**src/hdl/mce_pkg.sv**
```systemverilog
// shared constants, command/reply carriers and register layouts
package mce_pkg;
    // control opcodes, only taken from the host in direct operation
    localparam logic [7:0] OP_STOP = 8'h80;
    localparam logic [7:0] OP_RUN = 8'h81;
    localparam logic [7:0] OP_STEP = 8'h82;
    localparam logic [7:0] OP_RESET = 8'h83;
    localparam logic [7:0] OP_DL_ENTER = 8'h84;
    localparam logic [7:0] OP_DL_EXIT = 8'h85;
    localparam logic [7:0] OP_READ_MEM = 8'h86;
    localparam logic [7:0] OP_STATUS = 8'h87;
    localparam logic [7:0] OP_VERSION = 8'h88;
    localparam logic [7:0] OP_FACTORY = 8'h89;
    localparam logic [7:0] OP_SWRESET = 8'hFF;
    // position-reached event request
    localparam logic [7:0] OP_EVENT = 8'h8A;
    // user function opcode range
    localparam logic [7:0] OP_UF_FIRST = 8'h40;
    localparam logic [7:0] OP_UF_LAST = 8'h47;
    // reply header and status codes
    localparam logic [7:0] REPLY_TGT = 8'h01;
    localparam logic [7:0] REPLY_HOST = 8'h02;
    localparam logic [7:0] STAT_OK = 8'h64;
    localparam logic [7:0] STAT_REACHED = 8'h80;
    // guard value for destructive commands
    localparam logic [31:0] MAGIC_KEY = 32'h000004D2;
    // type field codes
    localparam logic [7:0] TYPE_0 = 8'h00;
    localparam logic [7:0] TYPE_1 = 8'h01;
    localparam logic [7:0] TYPE_2 = 8'h02;
    localparam logic [7:0] TYPE_3 = 8'h03;
    // register word addresses
    localparam logic [3:0] REG_STATUS = 4'h0;
    localparam logic [3:0] REG_PC = 4'h1;
    localparam logic [3:0] REG_ACCU = 4'h2;
    localparam logic [3:0] REG_XREG = 4'h3;
    localparam logic [3:0] REG_FLAGS = 4'h4;
    localparam logic [3:0] REG_USER = 4'h5;
    localparam logic [3:0] REG_NOTIFY = 4'h6;

    typedef enum logic [1:0] {
        PS_STOP = 2'b00,
        PS_RUN = 2'b01,
        PS_STEP = 2'b10
    } mce_prog_state_t;

    typedef struct packed {
        logic [7:0] opcode;
        logic [7:0] ctype;
        logic [7:0] motor;
        logic [31:0] value;
    } mce_cmd_t;

    typedef struct packed {
        logic [7:0] status;
        logic [7:0] command;
        logic [31:0] value;
    } mce_req_t;

    typedef struct packed {
        logic [7:0] tgt;
        logic [7:0] host;
        logic [7:0] status;
        logic [7:0] command;
        logic [31:0] value;
        logic [7:0] csum;
    } mce_reply_t;

    typedef struct packed {
        logic [15:0] ptr;
        logic [11:0] rsv;
        logic wait_f;
        logic dl;
        logic [1:0] mode;
    } mce_status_reg_t;

    typedef struct packed {
        logic [13:0] rsv;
        logic persist;
        logic armed;
        logic [7:0] pend;
        logic [7:0] mask;
    } mce_notify_reg_t;

    typedef struct packed {
        logic [15:0] ptr;
        logic [7:0] wait_b;
        logic [7:0] mode;
    } mce_app_stat_t;
endpackage

```
**src/hdl/mce_core.sv**
```systemverilog
// motion command interpreter: control commands, events, user functions
`timescale 1ns/1ns
// Summary of operation
// - event request: immediate reply, later reached reply
// - event request only from direct host operation
// - event value is per-motor mask, bit n
// - type 0: notify only next move command
// - type 1: notify every later move command
// - immediate reply: status 100, command 138, mask
// - reached reply: status 128, command 138, mask
// - control commands only from host, never program
// - 128 halts the running program
// - 129 runs, type 1 from given address
// - 130 executes one instruction then pauses
// - 131 stops, zeroes counters, registers, flags
// - 132 enters download at given address
// - 133 leaves download mode
// - 134 returns one program memory word
// - 135 reports status chosen by type
// - 136 returns version, text or binary
// - 137 with 1234 restores defaults, no reply
// - 255 with 1234 restarts the processor
// - user functions answer status 100, user value, outside download
module mce_core import mce_pkg::*; #(
    parameter int NMOT = 8,
    parameter int DEPTH = 64,
    parameter int PCW = 16,
    parameter logic [7:0] MOVE_OPCODE = 8'h04,
    // version codes, values are arbitrary
    parameter logic [31:0] FW_BINARY = 32'h00000101,
    parameter logic [31:0] FW_TEXT = 32'h56313031
) (
    input wire logic CLK_SYS_IN,
    input wire logic RST_IN,
    input wire logic CMD_VALID_IN,
    input wire mce_cmd_t CMD_IN,
    input wire logic CMD_FROM_PROG_IN,
    input wire logic [NMOT-1:0] MOTOR_REACHED_IN,
    input wire logic PROG_ADV_IN,
    input wire logic PROG_WAIT_IN,
    input wire logic [3:0] ADDR_IN,
    input wire logic [31:0] WR_DATA_IN,
    input wire logic WR_EN_IN,
    input wire logic RD_EN_IN,
    output logic [31:0] RD_DATA_OUT,
    output logic REPLY_VALID_OUT,
    output mce_reply_t REPLY_OUT,
    output mce_prog_state_t PROG_MODE_OUT,
    output logic [PCW-1:0] PROG_PC_OUT,
    output logic DL_MODE_OUT,
    output logic PROG_CLEAR_OUT,
    output logic FACTORY_OUT,
    output logic SWRESET_OUT,
    output logic [31:0] ACCU_OUT,
    output logic [31:0] XREG_OUT
);
    localparam int AW = $clog2(DEPTH);
    mce_prog_state_t state_q;
    logic [PCW-1:0] pc_q;
    logic [AW-1:0] ptr_q;
    logic [31:0] accu_q, xreg_q, flags_q, user_q, rd_q;
    logic dl_q, armed_q, persist_q, clr_q, fac_q, swr_q;
    logic [NMOT-1:0] mask_q, watch_q, pend_q, hit;
    logic [7:0] op;
    logic direct, is_ctrl, is_uf, ctrl_go, evt_go, dl_store, mvp_go, magic;
    logic req_v, evt_send;
    mce_req_t req;
    mce_cmd_t mem_rd;
    mce_app_stat_t app_stat;
    mce_status_reg_t stat_reg;
    mce_notify_reg_t notif_reg;
    // command classification; motor byte is never looked at
    assign op = CMD_IN.opcode;
    assign direct = !CMD_FROM_PROG_IN;
    assign is_ctrl = (op >= OP_STOP && op <= OP_FACTORY)
                  || op == OP_SWRESET;
    assign is_uf = op >= OP_UF_FIRST && op <= OP_UF_LAST;
    assign magic = CMD_IN.value == MAGIC_KEY;
    // control only from the host, program copies dropped
    assign ctrl_go = CMD_VALID_IN && direct && is_ctrl;
    // event request ignored when it comes from a program
    assign evt_go = CMD_VALID_IN && direct && op == OP_EVENT;
    // in download, ordinary host commands are stored
    assign dl_store = CMD_VALID_IN && direct && dl_q && !is_ctrl
                   && op != OP_EVENT;
    // move commands executed by program, or by host outside download
    assign mvp_go = CMD_VALID_IN && op == MOVE_OPCODE
                 && !(direct && dl_q);
    // motors watched that just arrived
    assign hit = watch_q & MOTOR_REACHED_IN;
    // program run state
    always_ff @(posedge CLK_SYS_IN) begin
        if (RST_IN) begin
            state_q <= PS_STOP;
        end else if (ctrl_go && (op == OP_STOP || op == OP_RESET)) begin
            state_q <= PS_STOP;
        end else if (ctrl_go && op == OP_RUN) begin
            state_q <= PS_RUN;
        end else if (ctrl_go && op == OP_STEP) begin
            state_q <= PS_STEP;
        end else if (PROG_ADV_IN && state_q == PS_STEP) begin
            state_q <= PS_STOP;
        end
    end
    // program counter
    always_ff @(posedge CLK_SYS_IN) begin
        if (RST_IN) begin
            pc_q <= '0;
        end else if (ctrl_go && op == OP_RESET) begin
            pc_q <= '0;
        end else if (ctrl_go && op == OP_RUN && CMD_IN.ctype == TYPE_1) begin
            pc_q <= CMD_IN.value[PCW-1:0];
        end else if (PROG_ADV_IN && state_q != PS_STOP) begin
            pc_q <= pc_q + 1'b1;
        end
    end
    // download mode and write index
    always_ff @(posedge CLK_SYS_IN) begin
        if (RST_IN) begin
            dl_q <= 1'b0;
            ptr_q <= '0;
        end else if (ctrl_go && op == OP_DL_ENTER) begin
            dl_q <= 1'b1;
            ptr_q <= CMD_IN.value[AW-1:0];
        end else if (ctrl_go && op == OP_DL_EXIT) begin
            dl_q <= 1'b0;
        end else if (dl_store) begin
            ptr_q <= ptr_q + 1'b1;
        end
    end
    // accumulator, index register, flags; bus write beats clearing
    always_ff @(posedge CLK_SYS_IN) begin
        if (RST_IN) begin
            accu_q <= '0;
            xreg_q <= '0;
            flags_q <= '0;
            user_q <= '0;
        end else begin
            if (ctrl_go && op == OP_RESET) begin
                accu_q <= '0;
                xreg_q <= '0;
                flags_q <= '0;
            end
            if (WR_EN_IN && ADDR_IN == REG_ACCU) begin
                accu_q <= WR_DATA_IN;
            end
            if (WR_EN_IN && ADDR_IN == REG_XREG) begin
                xreg_q <= WR_DATA_IN;
            end
            if (WR_EN_IN && ADDR_IN == REG_FLAGS) begin
                flags_q <= WR_DATA_IN;
            end
            if (WR_EN_IN && ADDR_IN == REG_USER) begin
                user_q <= WR_DATA_IN;
            end
        end
    end
    // event arming from the request mask
    always_ff @(posedge CLK_SYS_IN) begin
        if (RST_IN) begin
            armed_q <= 1'b0;
            persist_q <= 1'b0;
            mask_q <= '0;
        end else if (evt_go) begin
            armed_q <= 1'b1;
            persist_q <= CMD_IN.ctype == TYPE_1;
            mask_q <= CMD_IN.value[NMOT-1:0];
        end else if (mvp_go && armed_q && !persist_q) begin
            armed_q <= 1'b0;
        end
    end
    // watched motors and unreported arrivals; setting beats clearing
    always_ff @(posedge CLK_SYS_IN) begin
        if (RST_IN) begin
            watch_q <= '0;
            pend_q <= '0;
        end else begin
            watch_q <= (watch_q & ~hit)
                     | ((mvp_go && armed_q) ? mask_q : '0);
            pend_q <= (pend_q & ~(evt_send ? pend_q : '0)) | hit;
        end
    end
    // one-cycle side-effect pulses
    always_ff @(posedge CLK_SYS_IN) begin
        if (RST_IN) begin
            clr_q <= 1'b0;
            fac_q <= 1'b0;
            swr_q <= 1'b0;
        end else begin
            clr_q <= ctrl_go && op == OP_RESET;
            fac_q <= ctrl_go && op == OP_FACTORY && magic;
            swr_q <= ctrl_go && op == OP_SWRESET && magic;
        end
    end

    mce_prog_mem #(
        .DEPTH(DEPTH),
        .AW(AW)
    ) u_mem (
        .clk_in(CLK_SYS_IN),
        .wr_en_in(dl_store),
        .wr_addr_in(ptr_q),
        .wr_data_in(CMD_IN),
        .rd_addr_in(CMD_IN.value[AW-1:0]),
        .rd_data_out(mem_rd)
    );
    // status word for command 135, types 0 and 1
    always_comb begin
        app_stat.mode = {5'h00, dl_q, state_q};
        app_stat.wait_b = {7'h00, PROG_WAIT_IN};
        app_stat.ptr = (CMD_IN.ctype == TYPE_0) ? 16'(ptr_q) : 16'(pc_q);
    end
    // reply request: command answer first, reached report otherwise
    always_comb begin
        req_v = 1'b0;
        evt_send = 1'b0;
        req.status = STAT_OK;
        req.command = op;
        req.value = '0;
        if (evt_go) begin
            req_v = 1'b1;
            req.value = {24'h000000, CMD_IN.value[7:0]};
        end else if (CMD_VALID_IN && direct && is_uf && !dl_q) begin
            req_v = 1'b1;
            req.value = user_q;
        end else if (dl_store) begin
            req_v = 1'b1;
        end else if (ctrl_go) begin
            req_v = op != OP_FACTORY
                 && (op != OP_SWRESET || magic);
            if (op == OP_READ_MEM) begin
                req.command = mem_rd.opcode;
                req.value = mem_rd.value;
            end else if (op == OP_STATUS) begin
                if (CMD_IN.ctype == TYPE_0 || CMD_IN.ctype == TYPE_1) begin
                    req.value = app_stat;
                end else if (CMD_IN.ctype == TYPE_2) begin
                    req.value = accu_q;
                end else if (CMD_IN.ctype == TYPE_3) begin
                    req.value = xreg_q;
                end
            end else if (op == OP_VERSION) begin
                req.value = (CMD_IN.ctype == TYPE_0) ? FW_TEXT
                                                   : FW_BINARY;
            end
        end
        if (!req_v && pend_q != '0) begin
            req_v = 1'b1;
            evt_send = 1'b1;
            req.status = STAT_REACHED;
            req.command = OP_EVENT;
            req.value = 32'(pend_q);
        end
    end

    mce_reply u_reply (
        .clk_in(CLK_SYS_IN),
        .rst_in(RST_IN),
        .req_valid_in(req_v),
        .req_in(req),
        .valid_out(REPLY_VALID_OUT),
        .reply_out(REPLY_OUT)
    );
    // register read views
    always_comb begin
        stat_reg = '0;
        stat_reg.mode = state_q;
        stat_reg.dl = dl_q;
        stat_reg.wait_f = PROG_WAIT_IN;
        stat_reg.ptr = 16'(ptr_q);
        notif_reg = '0;
        notif_reg.persist = persist_q;
        notif_reg.armed = armed_q;
        notif_reg.pend = 8'(pend_q);
        notif_reg.mask = 8'(mask_q);
    end
    // read data in the cycle after the strobe only
    always_ff @(posedge CLK_SYS_IN) begin
        if (RST_IN || !RD_EN_IN) begin
            rd_q <= '0;
        end else begin
            unique case (ADDR_IN)
                REG_STATUS: rd_q <= stat_reg;
                REG_PC: rd_q <= 32'(pc_q);
                REG_ACCU: rd_q <= accu_q;
                REG_XREG: rd_q <= xreg_q;
                REG_FLAGS: rd_q <= flags_q;
                REG_USER: rd_q <= user_q;
                REG_NOTIFY: rd_q <= notif_reg;
                default: rd_q <= '0;
            endcase
        end
    end

    assign RD_DATA_OUT = rd_q;
    assign PROG_MODE_OUT = state_q;
    assign PROG_PC_OUT = pc_q;
    assign DL_MODE_OUT = dl_q;
    assign PROG_CLEAR_OUT = clr_q;
    assign FACTORY_OUT = fac_q;
    assign SWRESET_OUT = swr_q;
    assign ACCU_OUT = accu_q;
    assign XREG_OUT = xreg_q;
endmodule

```
**src/hdl/mce_prog_mem.sv**
```systemverilog
// program memory held in flip-flops, one write port, one read port
`timescale 1ns/1ns
module mce_prog_mem import mce_pkg::*; #(
    parameter int DEPTH = 64,
    parameter int AW = 6
) (
    input wire logic clk_in,
    input wire logic wr_en_in,
    input wire logic [AW-1:0] wr_addr_in,
    input wire mce_cmd_t wr_data_in,
    input wire logic [AW-1:0] rd_addr_in,
    output mce_cmd_t rd_data_out
);
    mce_cmd_t mem_q [DEPTH];

    // downloaded instructions land at the write index
    always_ff @(posedge clk_in) begin
        if (wr_en_in) begin
            mem_q[wr_addr_in] <= wr_data_in;
        end
    end

    // read by index, no latency
    assign rd_data_out = mem_q[rd_addr_in];
endmodule

```
**src/hdl/mce_reply.sv**
```systemverilog
// reply frame builder: header, fields and checksum, registered
`timescale 1ns/1ns
module mce_reply import mce_pkg::*; (
    input wire logic clk_in,
    input wire logic rst_in,
    input wire logic req_valid_in,
    input wire mce_req_t req_in,
    output logic valid_out,
    output mce_reply_t reply_out
);
    // modulo-256 sum of the bytes before the checksum
    function automatic logic [7:0] frame_sum(input mce_req_t r);
        logic [7:0] s;
        s = REPLY_TGT + REPLY_HOST + r.status + r.command;
        s = s + r.value[31:24] + r.value[23:16];
        s = s + r.value[15:8] + r.value[7:0];
        return s;
    endfunction

    // one frame per request, valid for a single cycle
    always_ff @(posedge clk_in) begin
        if (rst_in) begin
            valid_out <= 1'b0;
            reply_out <= '0;
        end else begin
            valid_out <= req_valid_in;
            if (req_valid_in) begin
                reply_out.tgt <= REPLY_TGT;
                reply_out.host <= REPLY_HOST;
                reply_out.status <= req_in.status;
                reply_out.command <= req_in.command;
                reply_out.value <= req_in.value;
                reply_out.csum <= frame_sum(req_in);
            end
        end
    end
endmodule

```
**config.mk**
```make
export PLATFORM = sky130hd
export DESIGN_NAME = mce_core
export DESIGN_NICKNAME = d
export VERILOG_FILES = /design/src/hdl/mce_pkg.sv /design/src/hdl/mce_core.sv /design/src/hdl/mce_prog_mem.sv /design/src/hdl/mce_reply.sv
export SDC_FILE = /design/constraint.sdc
export NUM_CORES = 2
export LEC_CHECK = 0
export ABC_AREA = 1
export ABC_CLOCK_PERIOD_IN_PS = 6500
export BUFFER_PORTS_ARGS = -buffer_cell sky130_fd_sc_hd__buf_2
export CORE_MARGIN = 5
export CORE_UTILIZATION = 40
export CTS_BUF_LIST = sky130_fd_sc_hd__clkbuf_8 sky130_fd_sc_hd__clkbuf_16
export DETAILED_ROUTE_END_ITERATION = 8
export SLEW_MARGIN = 5
export SYNTH_ARGS = -nofsm -noshare
export SYNTH_HDL_FRONTEND = slang
export SYNTH_SLANG_ARGS = --single-unit
```
**constraint.sdc**
```tcl
create_clock -name CLK_SYS_IN -period 6.5 [get_ports CLK_SYS_IN]
set_clock_uncertainty 0.1 [all_clocks]
set_input_delay 0 -clock CLK_SYS_IN [delete_from_list [all_inputs] [get_ports CLK_SYS_IN]]
set_output_delay 0 -clock CLK_SYS_IN [all_outputs]
set_load 0.05 [all_outputs]
```
==> results.json <==
{
  "outcome": "finished clean",
  "drtIter0Drc": 11280,
  "setup_tns_ns": 0,
  "core_mm2": 0.2877,
  "grt_max_degree": 178,
  "synthFlopType": "edfxtp_1",
  "cts_tree": "done",
  "report.final.slew_viol_count": 0,
  "dpl.cell_count": 13530,
  "yosysWarnings": 0,
  "finalSetupViolCount": 0,
  "fin_util_pct": 46.90,
  "root_buffer": "clkbuf_16",
  "design_area_mm2": 0.1349,
  "power.leakage_nw": 46.61,
  "p_sw_share_pct": 22.95,
  "gp_congestion": 0.9598,
  "arrival_ns": 6.82,
  "synth-xor-area-share_pct": 0.1441,
  "finalHoldViolCount": 0,
  "synth_mux_area_share_pct": 0,
  "initial_core_util_pct": 40.14,
  "vdd_drop_max_mv": 0.2209,
  "nFillCells": 25490,
  "synth_top_area_cell": "edfxtp_1",
  "end_kind": "flip-flop",
  "dr.pass1.iters": 6,
  "min_path_cells": 4,
  "routed_wl_um": 397000,
  "h-tree-depth": 5,
  "p_seq_share_pct": 51.3,
  "worst_slack_ns": 0.3224,
  "drive_above_1_share_pct": 12.91,
  "avgSynthCellArea_um2": 12.00,
  "die_w_um": 547.3,
  "cts.sinks": 2826,
  "clkLatencyLatePin_ns": 0.86,
  "startpoint_type": "primary input",
  "drc_errors": 0,
  "io_buffer_count": 272,
  "numCtsBuffers": 304,
  "crit_type": "primary input to flip-flop",
  "post-dp-hpwl_um": 236000,
  "p_comb_share_pct": 6.2,
  "cts.reportedPaths.clkPinSlew_ns": 0.06,
  "synth_compound_area_share_pct": 10.34,
  "grt_pass1_wl_um": 565600,
  "hold_path_startpoint": "WR_DATA_IN[8]",
  "syn_area_mm2": 0.1155,
  "critPathRequiredTime_ns": 7.14,
  "r2r_slack_ns": 0.80,
  "ys_ff_latch": 2826,
  "grt_pass1_vias": 78670,
  "rsz0062_at_grt": "false",
  "yosys.area_share.simple_pct": 13.18,
  "r2r_start": "u_mem.mem_q[63][6]",
  "synth_top_family_by_area": "simple AND/OR/NAND/NOR gates",
  "synthCells": 9619,
  "min_period_over_period_pct": 95.04,
  "fmax_mhz": 161.9,
  "synthTopCellsByArea": "edfxtp_1 (67%), nand2_1 (5.3%), dfxtp_1 (4.6%)",
  "slowest_stage": "dlygate4sd3_1",
  "maxCapViolCount": 0,
  "worstRegToRegCells": 32,
  "dieArea_mm2": 0.2995,
  "ys_seq_area_share_pct": 71.18,
  "p_int_mw": 29.77,
  "syn_to_final_growth_pct": 16.83,
  "netlist.area_leader.share_pct": 66.57,
  "r2r_end": "u_reply.reply_out[7]",
  "powerDensity_mw_per_mm2": 286.4,
  "layout.nets": 10370,
  "period_minus_slack_ns": 6.178,
  "slew_headroom_pct": 22.12,
  "hp-class": "primary input to flip-flop",
  "worst_slew_pin_slew_ns": 1.165,
  "synth_edf_count": 2560,
  "groute.usage.overall_pct": 25.50,
  "yosysUniqueCellTypes": 63,
  "yosys-top-cells-count": "edfxtp_1 (2560), nand2_1 (1635), nand3_1 (992)",
  "dieHeight_um": 547.3,
  "rows": 197,
  "pre_cts_ws_ns": 0.3753,
  "synth_most_common_cell": "edfxtp_1",
  "p_total_mw": 38.63,
  "whs_ns": 0.04601,
  "synth_async_sr_flop_share_pct": 0,
  "grt_antenna_before_repair": 17,
  "grt_overflow": 0,
  "place_area_mm2": 0.1238,
  "vias": 83320,
  "critPathMaxFanout": 55,
  "wl_per_cell_um": 27.85,
  "ant_nets": 0,
  "cpMostUsedCell": "nand2_1",
  "clock_path_buffers": 4,
  "holdPathEnd": "user_q[8]",
  "synthAdderAreaFrac_pct": 0.5288,
  "cp_slowest_stage_delay_ns": 0.68,
  "switchingPower_mw": 8.865,
  "clkPwrFrac_pct": 42.5,
  "ioPinCount": 299,
  "fin_cells": 14260,
  "via_per_inst": 5.845
}
==> timing repair <==
item,4_1_cts,5_1_grt
hold endpoints to repair,2351,0
hold buffers,177,0
endpoints found under the setup margin,0,1
buffers inserted,0,1
resized for setup,0,4
==> sequential cells by signal (all words and copies together), names as in the netlist, 2 cells and up <==
signal,count
u_mem.mem_q,2560
u_reply.reply_out,51
ACCU_OUT,32
RD_DATA_OUT,32
XREG_OUT,32
flags_q,32
user_q,32
PROG_PC_OUT,16
mask_q,8
pend_q,8
watch_q,8
ptr_q,6
PROG_MODE_OUT,2
==> worst max-delay path, delay by kind of cell <==
family                   cells  cell delay, ns
adder cells (fa/ha/maj)      4            1.79
buffers and inverters        9            1.96
AO/OA/AOI/OAI                3            0.54
AND/OR/NAND/NOR             20            2.41
==> worst max path at each step <==
stage                      from                   end  cells past startpoint
global route         CMD_IN[18]  u_reply.reply_out[7]                     37
detailed placement    CMD_IN[1]  u_reply.reply_out[7]                     35
CTS                  CMD_IN[55]  u_reply.reply_out[7]                     37
finish                CMD_IN[1]  u_reply.reply_out[7]                     36
floorplan           DL_MODE_OUT    u_mem.mem_q[16][0]                      6
global placement     CMD_IN[24]  u_reply.reply_out[7]                     33
==> routing by layer <==
layer	global-route usage [%]	part of all wire, %
met1	35.15	40
met2	40.06	45
met3	4.936	10
met4	9.900	4.7
met5	0	0.013
==> power by group through the flow <==
stage / clock, mW / combinational [mW] / sequential, mW
2_1_floorplan: 0 / 1.19 / 20.2
3_3_place_gp: 0 / 2.25 / 20.2
3_5_place_dp: 0 / 2.28 / 20.2
4_1_cts: 16.6 / 2.36 / 19.8
5_1_grt: 17.3 / 2.57 / 19.8
6_report: 16.4 / 2.40 / 19.8
==> logic make-up (layout without fill, tap and decap cells) <==
group | count (synthesis) | count (layout)
xor gates and xnor gates | 19 | 19
buffers and inverters | 1131 | 1962
DFF | 2826 | 2826
and+or+nand+nor | 3655 | 3655
adders and majority gates | 35 | 35
AOI/OAI and AO/OA | 1952 | 1952
other | 1 | 26
==> layout by cell type (no fill, tap or decap), drive strengths merged, types with 6 or more instances in the layout <==
cell	count
a211oi	8
a21oi	414
a221oi	43
a22o	15
a22oi	7
a31oi	12
a32o	29
buf	799
bufinv	12
clkbuf	318
clkinv	135
clkinvlp	6
conb	18
dfxtp	266
diode	8
dlygate4sd3	176
edfxtp	2560
fa	23
ha	12
inv	516
nand2	1645
nand3	995
nand4	15
nor2	935
nor3	41
nor4	12
o211ai	43
o21ai	799
o221a	32
o221ai	194
o22ai	257
o311ai	80
or2	7
xnor2	7
xor2	12
==> final cells by class <==
class / count / area [um2] / share of cell area, %
Multi-Input combinational cell: 5679 / 28520 / 21.14
Inverter: 441 / 1707 / 1.265
Clock buffer: 317 / 7876 / 5.838
Antenna cell: 8 / 20.02 / 0.01484
Clock inverter: 228 / 1464 / 1.085
Sequential cell: 2826 / 82200 / 60.93
Tap cell: 3781 / 4731 / 3.507
Timing Repair Buffer: 976 / 8392 / 6.220
No activity file was read; power rests on OpenSTA's default activity.
